File: src/quad_timer_pkg.sv
// Constants, mode codes and decode functions for the quad timer block.
// Assumes one 50 MHz timer clock and a host on an asynchronous strobe bus.
//
// Function
// - Each timer has an 8-bit main counter, decremented once per count pulse.
// - Data register read returns counter captured at last strobe rising edge.
// - Data write to a stopped timer loads holding register and counter together.
// - Data write to a running timer updates holding register; counter reloads after 01.
// - Bit 4 of A/B control forces output low during the write only.
// - A/B mode field: stop, delay with seven prescales, event count, pulse width.
// - C/D control holds two 3-bit fields: stop or delay with seven prescales.
// - Stopped timer holds counter, inhibits counting, drops prescaler residue.
// - Unused control bits read back as zero.
// - Delay mode: prescaler pulses, counting through 01 reloads and times out.
// - Counter loaded 00 times out every 256 pulses; loaded 01 every pulse.
// - Pulse width mode gates prescaler and counter by the active aux level.
// - Event count mode bypasses prescaler; each active aux edge counts once.
package quad_timer_pkg;

    // ************************************************************
    // Register map
    // ************************************************************
    localparam int unsigned ADDR_W = 6;
    localparam logic [5:0] OFS_A_CTRL = 6'h19;
    localparam logic [5:0] OFS_B_CTRL = 6'h1A;
    localparam logic [5:0] OFS_CD_CTRL = 6'h1D;
    localparam logic [5:0] OFS_A_DATA = 6'h1F;
    localparam logic [5:0] OFS_B_DATA = 6'h21;
    localparam logic [5:0] OFS_C_DATA = 6'h23;
    localparam logic [5:0] OFS_D_DATA = 6'h25;

    // ************************************************************
    // Fields and reset values
    // ************************************************************
    localparam int unsigned FORCE_LOW_BIT = 4;
    localparam int unsigned MODE_C_LSB = 4;
    localparam int unsigned MODE_D_LSB = 0;
    localparam logic [7:0] CTRL_RESET = 8'h00;
    localparam logic [7:0] CNT_RESET = 8'h00;
    localparam logic [7:0] CNT_ONE = 8'h01;
    localparam logic [7:0] DATA_ZERO = 8'h00;
    localparam logic [3:0] CODE_STOP = 4'h0;
    localparam logic [3:0] CODE_EVENT = 4'h8;
    // Sync chain order: aux_b, aux_a, rw, strobe_n, cs_n
    localparam logic [4:0] SYNC_RESET = 5'h07;

    // ************************************************************
    // Prescale divisors
    // ************************************************************
    localparam logic [7:0] PSC_4 = 8'h04;
    localparam logic [7:0] PSC_10 = 8'h0A;
    localparam logic [7:0] PSC_16 = 8'h10;
    localparam logic [7:0] PSC_50 = 8'h32;
    localparam logic [7:0] PSC_64 = 8'h40;
    localparam logic [7:0] PSC_100 = 8'h64;
    localparam logic [7:0] PSC_200 = 8'hC8;

    typedef enum logic [1:0] {MODE_STOP, MODE_DELAY, MODE_EVENT, MODE_PULSE} tmode_e;

    // Mode from a 4-bit code; C/D codes are zero-extended
    function automatic tmode_e mode_of(input logic [3:0] code);
        tmode_e m;
        m = MODE_DELAY;
        if (code == CODE_STOP) begin
            m = MODE_STOP;
        end else if (code == CODE_EVENT) begin
            m = MODE_EVENT;
        end else if (code[3]) begin
            m = MODE_PULSE;
        end
        return m;
    endfunction

    // Prescale divisor from the low three code bits
    function automatic logic [7:0] div_of(input logic [2:0] sel);
        logic [7:0] d;
        d = PSC_4;
        case (sel)
            3'h1: d = PSC_4;
            3'h2: d = PSC_10;
            3'h3: d = PSC_16;
            3'h4: d = PSC_50;
            3'h5: d = PSC_64;
            3'h6: d = PSC_100;
            3'h7: d = PSC_200;
            default: d = PSC_4;
        endcase
        return d;
    endfunction

endpackage

File: src/quad_timer_register_control.sv
// Four 8-bit down-counting timers with their data and control registers.
// Assumes the host strobe bus pins are asynchronous to clk and that
// addr and data_in are stable while the strobe is low.
`timescale 1ns/1ns
`default_nettype none
module quad_timer_register_control
    import quad_timer_pkg::*;
(
    // Clock and reset
    input wire logic clk,
    input wire logic rst_n,
    // Host bus
    input wire logic cs_n,
    input wire logic bus_data_strobe_n,
    input wire logic rw,
    input wire logic [ADDR_W-1:0] addr,
    input wire logic [7:0] data_in,
    output logic [7:0] data_out,
    output logic data_oe_n,
    output logic dtack_n,
    // Auxiliary inputs, polarity bit 1 for A, bit 0 for B
    input wire logic timer_a_aux_input,
    input wire logic timer_b_aux_input,
    input wire logic [1:0] edge_polarity_bits,
    // Timer outputs
    output logic timer_a_output,
    output logic timer_b_output,
    output logic [3:0] timeout_pulse
);

    // ************************************************************
    // Pin synchronisers
    // ************************************************************
    logic [4:0] sync1_r;
    logic [4:0] sync2_r;
    logic [4:0] sync3_r;
    logic [4:0] lvl_r;
    logic [4:0] lvl_d_r;

    always_ff @(posedge clk or negedge rst_n) begin
        if (!rst_n) begin
            sync1_r <= SYNC_RESET;
            sync2_r <= SYNC_RESET;
            sync3_r <= SYNC_RESET;
        end else begin
            sync1_r <= {timer_b_aux_input, timer_a_aux_input, rw, bus_data_strobe_n, cs_n};
            sync2_r <= sync1_r;
            sync3_r <= sync2_r;
        end
    end

    // A change counts once stages two and three agree
    always_ff @(posedge clk or negedge rst_n) begin
        if (!rst_n) begin
            lvl_r <= SYNC_RESET;
            lvl_d_r <= SYNC_RESET;
        end else begin
            for (int k = 0; k < 5; k++) begin
                if (sync2_r[k] == sync3_r[k]) begin
                    lvl_r[k] <= sync3_r[k];
                end
            end
            lvl_d_r <= lvl_r;
        end
    end

    logic sel_act;
    logic ds_fall;
    logic ds_rise;
    logic rd_act;
    logic wr_stb;
    logic [1:0] aux_lvl;
    logic [1:0] aux_prev;

    assign sel_act = !lvl_r[0] && !lvl_r[1];
    assign ds_fall = !lvl_r[1] && lvl_d_r[1];
    assign ds_rise = lvl_r[1] && !lvl_d_r[1];
    assign rd_act = sel_act && lvl_r[2];
    assign wr_stb = ds_fall && !lvl_r[0] && !lvl_r[2];
    assign aux_lvl = {lvl_r[3], lvl_r[4]};
    assign aux_prev = {lvl_d_r[3], lvl_d_r[4]};

    // ************************************************************
    // Control registers
    // ************************************************************
    logic [3:0] timer_a_mode_field_r;
    logic [3:0] timer_b_mode_field_r;
    logic [2:0] timer_c_mode_field_r;
    logic [2:0] timer_d_mode_field_r;
    logic force_a_r;
    logic force_b_r;

    always_ff @(posedge clk or negedge rst_n) begin
        if (!rst_n) begin
            timer_a_mode_field_r <= CTRL_RESET[3:0];
            timer_b_mode_field_r <= CTRL_RESET[3:0];
            timer_c_mode_field_r <= CTRL_RESET[2:0];
            timer_d_mode_field_r <= CTRL_RESET[2:0];
        end else if (wr_stb) begin
            case (addr)
                OFS_A_CTRL: timer_a_mode_field_r <= data_in[3:0];
                OFS_B_CTRL: timer_b_mode_field_r <= data_in[3:0];
                OFS_CD_CTRL: begin
                    timer_c_mode_field_r <= data_in[MODE_C_LSB +: 3];
                    timer_d_mode_field_r <= data_in[MODE_D_LSB +: 3];
                end
                default: ;
            endcase
        end
    end

    // Force-low lasts from strobe start to strobe end
    always_ff @(posedge clk or negedge rst_n) begin
        if (!rst_n) begin
            force_a_r <= 1'b0;
            force_b_r <= 1'b0;
        end else if (ds_rise) begin
            force_a_r <= 1'b0;
            force_b_r <= 1'b0;
        end else if (wr_stb) begin
            if (addr == OFS_A_CTRL) begin
                force_a_r <= data_in[FORCE_LOW_BIT];
            end
            if (addr == OFS_B_CTRL) begin
                force_b_r <= data_in[FORCE_LOW_BIT];
            end
        end
    end

    // ************************************************************
    // Per-timer decode
    // ************************************************************
    logic [3:0] code [4];
    tmode_e mode [4];
    logic [7:0] div [4];
    logic [3:0] gate;
    logic [3:0] evt;
    logic [3:0] wr_data;
    logic [7:0] cnt_r [4];
    logic [7:0] reload_r [4];
    logic [7:0] pre_r [4];
    logic [7:0] snap_r [4];
    logic [3:0] cp;
    logic [3:0] pre_end;

    always_comb begin
        code[0] = timer_a_mode_field_r;
        code[1] = timer_b_mode_field_r;
        code[2] = {1'b0, timer_c_mode_field_r};
        code[3] = {1'b0, timer_d_mode_field_r};
        wr_data[0] = wr_stb && (addr == OFS_A_DATA);
        wr_data[1] = wr_stb && (addr == OFS_B_DATA);
        wr_data[2] = wr_stb && (addr == OFS_C_DATA);
        wr_data[3] = wr_stb && (addr == OFS_D_DATA);
        gate = 4'hF;
        evt = 4'h0;
        for (int i = 0; i < 2; i++) begin
            // Active level and active edge follow the polarity bit
            gate[i] = (aux_lvl[1-i] == edge_polarity_bits[1-i]);
            evt[i] = (aux_lvl[1-i] != aux_prev[1-i]) && gate[i];
        end
        for (int i = 0; i < 4; i++) begin
            mode[i] = mode_of(code[i]);
            div[i] = div_of(code[i][2:0]);
            pre_end[i] = (pre_r[i] >= div[i] - 8'h01);
            case (mode[i])
                MODE_DELAY: cp[i] = pre_end[i];
                MODE_PULSE: cp[i] = pre_end[i] && gate[i];
                MODE_EVENT: cp[i] = evt[i];
                default: cp[i] = 1'b0;
            endcase
        end
    end

    // ************************************************************
    // Prescalers
    // ************************************************************
    always_ff @(posedge clk or negedge rst_n) begin
        if (!rst_n) begin
            for (int i = 0; i < 4; i++) begin
                pre_r[i] <= CNT_RESET;
            end
        end else begin
            for (int i = 0; i < 4; i++) begin
                case (mode[i])
                    MODE_DELAY: pre_r[i] <= pre_end[i] ? CNT_RESET : 8'(pre_r[i] + 8'h01);
                    MODE_PULSE: begin
                        if (gate[i]) begin
                            pre_r[i] <= pre_end[i] ? CNT_RESET : 8'(pre_r[i] + 8'h01);
                        end
                    end
                    default: pre_r[i] <= CNT_RESET;
                endcase
            end
        end
    end

    // ************************************************************
    // Main counters and holding registers
    // ************************************************************
    logic [3:0] timeout_r;

    always_ff @(posedge clk or negedge rst_n) begin
        if (!rst_n) begin
            for (int i = 0; i < 4; i++) begin
                cnt_r[i] <= CNT_RESET;
                reload_r[i] <= CNT_RESET;
            end
            timeout_r <= 4'h0;
        end else begin
            for (int i = 0; i < 4; i++) begin
                if (wr_data[i]) begin
                    reload_r[i] <= data_in;
                end
                if (wr_data[i] && mode[i] == MODE_STOP) begin
                    cnt_r[i] <= data_in;
                end else if (cp[i]) begin
                    if (cnt_r[i] == CNT_ONE) begin
                        // Write in this cycle wins; value is undefined for software
                        cnt_r[i] <= wr_data[i] ? data_in : reload_r[i];
                    end else begin
                        // 00 wraps to FF, giving 256 pulses per timeout
                        cnt_r[i] <= 8'(cnt_r[i] - 8'h01);
                    end
                end
                timeout_r[i] <= cp[i] && (cnt_r[i] == CNT_ONE);
            end
        end
    end

    // ************************************************************
    // Timer outputs
    // ************************************************************
    logic out_a_r;
    logic out_b_r;

    always_ff @(posedge clk or negedge rst_n) begin
        if (!rst_n) begin
            out_a_r <= 1'b0;
            out_b_r <= 1'b0;
        end else begin
            if (force_a_r) begin
                out_a_r <= 1'b0;
            end else if (timeout_r[0]) begin
                out_a_r <= !out_a_r;
            end
            if (force_b_r) begin
                out_b_r <= 1'b0;
            end else if (timeout_r[1]) begin
                out_b_r <= !out_b_r;
            end
        end
    end

    assign timer_a_output = out_a_r;
    assign timer_b_output = out_b_r;
    assign timeout_pulse = timeout_r;

    // ************************************************************
    // Read path
    // ************************************************************
    always_ff @(posedge clk or negedge rst_n) begin
        if (!rst_n) begin
            for (int i = 0; i < 4; i++) begin
                snap_r[i] <= CNT_RESET;
            end
        end else if (ds_rise) begin
            for (int i = 0; i < 4; i++) begin
                snap_r[i] <= cnt_r[i];
            end
        end
    end

    logic [7:0] rd_mux;

    always_comb begin
        rd_mux = DATA_ZERO;
        case (addr)
            OFS_A_CTRL: rd_mux = {3'h0, force_a_r, timer_a_mode_field_r};
            OFS_B_CTRL: rd_mux = {3'h0, force_b_r, timer_b_mode_field_r};
            OFS_CD_CTRL: rd_mux = {1'b0, timer_c_mode_field_r, 1'b0, timer_d_mode_field_r};
            OFS_A_DATA: rd_mux = snap_r[0];
            OFS_B_DATA: rd_mux = snap_r[1];
            OFS_C_DATA: rd_mux = snap_r[2];
            OFS_D_DATA: rd_mux = snap_r[3];
            default: rd_mux = DATA_ZERO;
        endcase
    end

    logic [7:0] data_out_r;
    logic data_oe_n_r;
    logic dtack_n_r;

    always_ff @(posedge clk or negedge rst_n) begin
        if (!rst_n) begin
            data_out_r <= DATA_ZERO;
            data_oe_n_r <= 1'b1;
            dtack_n_r <= 1'b1;
        end else begin
            data_out_r <= rd_act ? rd_mux : DATA_ZERO;
            data_oe_n_r <= !rd_act;
            dtack_n_r <= !sel_act;
        end
    end

    assign data_out = data_out_r;
    assign data_oe_n = data_oe_n_r;
    assign dtack_n = dtack_n_r;

endmodule
`default_nettype wire

File: config.mk
export PLATFORM = sky130hd
export DESIGN_NAME = quad_timer_register_control
export DESIGN_NICKNAME = d
export VERILOG_FILES = /design/src/quad_timer_pkg.sv /design/src/quad_timer_register_control.sv
export SDC_FILE = /design/constraint.sdc
export NUM_CORES = 1
export LEC_CHECK = 0
export BUFFER_PORTS_ARGS = -buffer_cell sky130_fd_sc_hd__buf_4
export CELL_PAD_IN_SITES_DETAIL_PLACEMENT = 1
export CELL_PAD_IN_SITES_GLOBAL_PLACEMENT = 2
export CORE_MARGIN = 2
export CORE_UTILIZATION = 37
export DETAILED_ROUTE_END_ITERATION = 7
export GPL_TIMING_DRIVEN = 0
export PLACE_DENSITY_LB_ADDON = 0.1
export SYNTH_ARGS = -nofsm -noshare
export SYNTH_HDL_FRONTEND = slang
export SYNTH_SLANG_ARGS = --single-unit
File: constraint.sdc
create_clock -name clk -period 2.9 [get_ports clk]
set_clock_uncertainty 0.1 [all_clocks]
set_input_delay 0.145 -clock clk [delete_from_list [all_inputs] [get_ports clk]]
set_output_delay 0.145 -clock clk [all_outputs]
set_load 0.005 [all_outputs]
== Word level (Yosys, flattened, before mapping) ==
Cells that the tools add are included.

* Register bits: 185
* Latch bits: 0
* RAM bits: 0
* Bits in read-only memories: 0
* Input bits: 23
* Output and inout bits: 16
* Word-level logic and storage cells: 219
* Memories: 0

* Add/sub/neg operators: 12
* Multiply operators: 0
* Divide/modulo/power cells: 0
* Order comparisons: 4
* Eq/ne operators: 58
* Shift-type cells: 0
* Multiplexer cells: 54
* Bitwise gates (word level): 0
* Reduce and logical (&&, ||, !) cells: 54

{| class="wikitable"
|+ Operators by type and width
! kind !! count
|-
| 8-bit 2-to-1 mux || 25
|-
| 8-bit one-hot mux with 6 select lines || 4
|-
| 8-bit by 1-bit subtractor with 8-bit output, second input constant || 8
|-
| 8-bit one-hot mux with 7 select lines || 1
|-
| 3-bit equality test, second input constant || 16
|-
| 8-bit by 1-bit adder with 8-bit output, second input constant || 4
|-
| 8-bit by 1-bit equality test with 1-bit output, second input constant || 4
|-
| 8-bit greater-or-equal comparator || 4
|-
| 8-bit one-hot mux with 2 select lines || 2
|-
| 3-bit by 2-bit equality test with 1-bit output, second input constant || 8
|-
| 6-bit by 5-bit equality test with 1-bit output, second input constant || 4
|-
| 1-bit logical AND || 22
|-
| 6-bit equality test, second input constant || 3
|-
| 2-bit nonzero test || 9
|-
| 1-bit 2-to-1 mux || 14
|-
| 2-bit equality test, second input constant || 6
|-
| 2-bit 2-to-1 mux || 6
|-
| 2-bit AND reduction || 5
|-
| 2-bit by 1-bit equality test with 1-bit output, second input constant || 4
|-
| 4-bit equality test, second input constant || 2
|-
| 1-bit logical NOT || 8
|-
| 2-bit logical NOT || 4
|-
| 4-bit logical NOT || 2
|-
| 1-bit equality test || 7
|-
| other kinds (5) || 10
|}

== Depth between registers and ports, before layout ==
* Depth in word-level cells: 9
* Mapped depth: 14
* Depth with buffers taken out: 12

== Least setup slack after synthesis ==
OpenSTA, ideal clock, no wires.

* Kind: reg-to-reg
* From: reg timer_d_mode_field_r[2]
* To: reg cnt_r[0] (netlist name)
* Setup time: 0.082 ns
* Arrival time: 2.936 ns
* Data required time: 2.718 ns
* Path slack: -0.218 ns
* Stages on the path, launching flop included: 15
* Buffers on the path: 2
* Clock period less this slack: 3.118 ns
* Cell sequence: dfrtp_1 clkbuf_1 nand2_1 nor2_1 nor2_1 ha_1 nor3b_1 a21oi_1 ha_1 a2111oi_0 o21ai_0 o21bai_1 clkbuf_1 o21ai_0 a31oi_1

* Word-level cells in the longest chain between the ends: 6
* Elaborated cells between the ends (all ways): 19
* Classes of those cells: add/sub: 1; order compare: 1; eq/ne: 8; mux: 4; reduce/logical: 5

{| class="wikitable"
|+ Ends and longest elaborated chain
! item !! line !! text
|-
| from (decl) || quad_timer_register_control.sv:89 || <nowiki>logic [2:0] timer_d_mode_field_r;</nowiki>
|-
| from (signal assigned) || quad_timer_register_control.sv:98 || <nowiki>timer_d_mode_field_r <= CTRL_RESET[2:0];</nowiki>
|-
| from (signal assigned) || quad_timer_register_control.sv:105 || <nowiki>timer_d_mode_field_r <= data_in[MODE_D_LSB +: 3];</nowiki>
|-
| 3-bit equality test (tied with other cells) || quad_timer_pkg.sv:78 || <nowiki>case (sel)</nowiki>
|-
| 8-bit one-hot mux with 6 select lines or 1-bit 2-to-1 mux (tied branches) || quad_timer_pkg.sv:78, quad_timer_pkg.sv:64 ||
|-
| 8-bit by 1-bit subtractor with 8-bit output (tied with other cells) || quad_timer_register_control.sv:165 || <nowiki>pre_end[i] = (pre_r[i] >= div[i] - 8'h01);</nowiki>
|-
| 8-bit greater-or-equal comparator or 2-bit OR reduction (tied branches) || - ||
|-
| 1-bit 2-to-1 mux || quad_timer_register_control.sv:166 || <nowiki>case (mode[i])</nowiki>
|-
| 2-bit nonzero test (no source line) || - ||
|-
| to (signal, indexed assignment) || quad_timer_register_control.sv:216 || <nowiki>cnt_r[i] <= data_in;</nowiki>
|-
| to (signal, indexed assignment) || quad_timer_register_control.sv:220 || <nowiki>cnt_r[i] <= wr_data[i] ? data_in : reload_r[i];</nowiki>
|-
| to (signal, indexed assignment) || quad_timer_register_control.sv:223 || <nowiki>cnt_r[i] <= 8'(cnt_r[i] - 8'h01);</nowiki>
|-
| to (decl) || quad_timer_register_control.sv:139 || <nowiki>logic [7:0] cnt_r [4];</nowiki>
|}

Parallel ways exist; a longest one is shown, timed or not.
A chain may end at the register's enable or synchronous reset.

== Worst setup path in the final report ==
* From: reg timer_c_mode_field_r[2]
* To: reg cnt_r[9] (netlist name)

* Word-level cells in the longest chain between the ends: 6
* Elaborated cells between the ends (all ways): 19
* Classes of those cells: add/sub: 1; order compare: 1; eq/ne: 8; mux: 4; reduce/logical: 5

{| class="wikitable"
|+ Ends and longest elaborated chain
! item !! line !! text
|-
| from (decl) || quad_timer_register_control.sv:88 || <nowiki>logic [2:0] timer_c_mode_field_r;</nowiki>
|-
| from (signal assigned) || quad_timer_register_control.sv:97 || <nowiki>timer_c_mode_field_r <= CTRL_RESET[2:0];</nowiki>
|-
| from (signal assigned) || quad_timer_register_control.sv:104 || <nowiki>timer_c_mode_field_r <= data_in[MODE_C_LSB +: 3];</nowiki>
|-
| 3-bit equality test (tied with other cells) || quad_timer_pkg.sv:78 ||
|-
| 8-bit one-hot mux with 6 select lines or 1-bit 2-to-1 mux (tied branches) || quad_timer_pkg.sv:78, quad_timer_pkg.sv:64 ||
|-
| 8-bit by 1-bit subtractor with 8-bit output (tied with other cells) || quad_timer_register_control.sv:165 ||
|-
| 8-bit greater-or-equal comparator or 2-bit OR reduction (tied branches) || - ||
|-
| 1-bit 2-to-1 mux || quad_timer_register_control.sv:166 ||
|-
| 2-bit nonzero test (no source line) || - ||
|}

Parallel ways exist; a longest one is shown, timed or not.

==> run_results.csv <==
group,metric,value,unit
timing,relSlewSlack,0.3049,
timing,grt_setup_unrepaired,"true",
synth,synth.distinct_cells,74,
drt,drt-initial-drc-count,607,
die,rows,59,
finish,layout-area-overhead-vs-synth,20.71,%
grt,antenna_found_initial,0,
synth,muxShareOfSynthArea,0.04223,
synth,seq_area_frac_synth,0.4647,
drt,routed_wl,30490,um
worst_setup_path,cp-end-kind,"flip-flop",
synth,synthXorXnorAreaFrac,0.03540,
worst_setup_path,cp-endpoint,"cnt_r[9]",
timing,worst_slew_pin_slew,1.043,ns
die,ios,39,
synth,synth_ff_type,"dfrtp_1",
clock_network,cts_root_buf,"clkbuf_16",
timing,hold_viol,0,
finish,drive_gt1_frac,0.1991,
die,coreArea,26130,um^2
placed_design,io_buffers,32,
placed_design,dpl.hpwl,21220,um
synth,syn_inst,1014,
synth,post-synth-top-area-fraction,0.4248,
timing,period_minus_slack,2.935,ns
timing,hold_ws,0.1308,ns
worst_setup_path,cp_max_fo,6,
finish,postLayoutCoreUtil,0.4571,
drt,via_per_inst,5.570,
synth,synth_compound_area_frac,0.1599,
clock_network,cts_max_path_buffers,2,
timing,min_period_over_period,1.012,
worst_setup_path,critPathLaunchType,"flip-flop",
synth,synth-simple-area-share,0.2024,
placed_design,gp_congestion,0.8305,
die,fp.dieArea,28070,um^2
synth,synth-edff-count,0,
drt,drt_first_pass_iters,8,
finish,final_common_cell,"dfrtp_1",
status,violations,"DRC, setup timing",
timing,fmax,340.7,MHz
clock_network,cts_buffers,17,
timing,final-max-slew-violation-count,0,
synth,synth_area_leaders,"dfrtp_1, ha_1, nand2_1",
worst_setup_path,regToRegEndpoint,"cnt_r[9]",
synth,syn-cell-area,9896,um^2
synth,synth_top_family_by_area,"simple AND/OR/NAND/NOR gates",
grt,grt_first_pass_wirelength,49420,um
worst_setup_path,r2r_start,"timer_c_mode_field_r[2]",
grt,grt_max_degree,98,
drt,drc_errors,11,
synth,synthAdderAreaFrac,0.06069,
worst_setup_path,rr_worst_depth,12,
power_and_ir_drop,ir_worst_vdd,0.3965,mV
clock_network,h-tree-depth,4,
synth,synth_warnings,0,
finish,fillCellCount,2963,
drt,drt.antenna.violating_nets,0,
worst_setup_path,crit_start,"timer_c_mode_field_r[2]",
clock_network,clock_sinks,183,
job,cap_viol_max_count,0,
clock_network,path_clk_slew,0.07,ns
die,start_util,0.3787,
timing,setup_ws,-0.03481,ns
timing,setup_viol,2,
synth,async_reset_ff_frac,1.000,
drt,wl_per_cell,20.89,um
synth,syn-num-nets,1081,
worst_setup_path,arrival,3.15,ns
clock_network,cts_tree,"built",
power_and_ir_drop,power.density,727.2,nW/um^2
clock_network,clk_latency,0.44,ns
worst_hold_path,hp-class,"in -> reg",
worst_setup_path,cp.required,3.12,ns
power_and_ir_drop,leakage,5.510,nW
synth,ys_ff_latch,183,
grt,grtUsageTotal,0.2255,
die,fp.dieH,167.5,um
finish,final_cell_mix,"dfrtp_1, nand2_1, nor2_1, buf_4, o21ai_0",
drt,vias,8132,
worst_setup_path,r2r_slack,-0.03,ns
worst_setup_path,critical_path_class,"reg -> reg",
synth,avgSynthCellArea,9.759,um^2
grt,grt-ovfl-total,0,
die,die_w,167.5,um
synth,yosysTopAreaCell,"dfrtp_1",
status,status,"complete, but fails checks",
grt,grt_pass1_vias,8613,
finish,antennaDiodeCount,0,
finish,nNetsFinal,1179,
==> power by group <==
group          leakage [nW]  switching (mW)  internal (mW)
clock network         0.296            1.06           1.48
registers              2.34           0.502           3.01
logic                  2.88            1.41           1.22
==> how the worst min path moves through the flow <==
stage,start,end,slack (ns),depth (start not counted)
floorplan,rst_n,cnt_r[0],-0.25,0
global route,addr[3],reload_r[2],0.14,4
detailed placement,rst_n,sync2_r[3],0.11,1
CTS,addr[3],reload_r[10],0.09,4
global placement,bus_data_strobe_n,sync1_r[1],0.15,1
finish,addr[3],reload_r[11],0.13,4
==> metal layers <==
metal	wire, um	GRT usage	up-vias	part of all wire
met5	0	0	-	0
met4	265	0.04272	0	0.0087
met3	1021	0.03876	20	0.033
met2	14480	0.3707	96	0.47
met1	14720	0.3156	4168	0.48
li1	-	-	3848	-
==> flip-flops by register name, summed over array words and instances, names as in the netlist <==
register              count
force_a_r                 1
timer_b_output            1
data_oe_n                 1
data_out                  8
cnt_r                    32
timer_c_mode_field_r      3
sync2_r                   5
timer_a_mode_field_r      4
timeout_pulse             4
timer_a_output            1
lvl_d_r                   3
sync1_r                   5
timer_b_mode_field_r      4
sync3_r                   5
pre_r                    32
force_b_r                 1
timer_d_mode_field_r      3
snap_r                   32
lvl_r                     5
dtack_n                   1
reload_r                 32
==> area by class of cell <==
type | count | area, um^2 | area share
inverter | 34 | 127.6 | 0.01068
multi-input combinational | 747 | 5199 | 0.4352
tap | 335 | 419.2 | 0.03509
timing repair buffer | 88 | 739.5 | 0.06190
buffer | 41 | 229.0 | 0.01917
clock buffer | 22 | 454.2 | 0.03802
clock inverter | 10 | 170.2 | 0.01425
sequential | 183 | 4607 | 0.3857
==> synthesized netlist by cell type, types with 6 or more instances <==
master,n
mux2_2,30
a211oi_1,8
and3_1,19
o31ai_1,15
xor2_1,24
clkbuf_1,37
o22ai_1,11
nor3b_1,11
a31oi_1,10
nor4_1,7
dfstp_2,15
dfrtp_1,168
inv_1,34
nor2_1,79
a22o_1,11
o211ai_1,9
nand2_1,136
nand3b_1,6
nand2b_1,12
o21bai_1,7
nand3_1,31
ha_1,44
nand4_1,14
o21a_1,7
a21o_1,7
mux2i_1,8
a222oi_1,11
buf_2,9
o21ai_0,55
a21oi_1,35
a22oi_1,8
nor2b_1,15
xnor2_1,16
and2_1,9
nor3_1,19
==> what timing repair did <==
item,in CTS,in global routing
endpoints found under the setup margin,67,61
hold endpoints to repair,89,0
hold buffers,12,0
pin swaps,11,20
gates resized for setup,42,35
gates cloned,2,0
setup buffers,22,19
==> through the flow <==
| step | cells | power (mW) | instance area, um^2 | setup TNS, ns | setup slack (ns) |
|---|---|---|---|---|---|
| finish | 1460 | 8.686 | 11950 | -0.06190 | -0.03481 |
| global route | 1460 | 9.249 | 11950 | -3.056 | -0.2528 |
| CTS | 1442 | 8.637 | 11660 | -0.2602 | -0.08218 |
| detailed placement | 1382 | 5.745 | 10610 | -29.06 | -0.6526 |
| global placement | 1381 | 5.697 | 10570 | -25.27 | -0.6098 |
| floorplan | 1014 | 4.979 | 9912 | 0 | 0.001954 |
==> cell families (layout without fill, tap and decap cells) <==
kind of cell	count (synthesis)	in the layout
AND/OR/NAND/NOR	389	389
AO/OA/AOI/OAI	231	231
flip-flops	183	183
buffers and inverters	84	195
adder cells (fa/ha/maj)	49	49
XOR/XNOR	40	40
multiplexers	38	38
==> critical path, stage by stage, from the launching register on <==
cell and delay [ns]:
dfrtp_1 0.40, buf_8 0.14, xor2_2 0.11, nand2b_1 0.11, ha_2 0.21, nor3b_2 0.18
a21oi_1 0.06, ha_1 0.34, a2111oi_4 0.34, o21ai_2 0.11, o21a_1 0.24, a21oi_4 0.18
mux2_4 0.31
No activity file was read; power rests on OpenSTA's default activity.
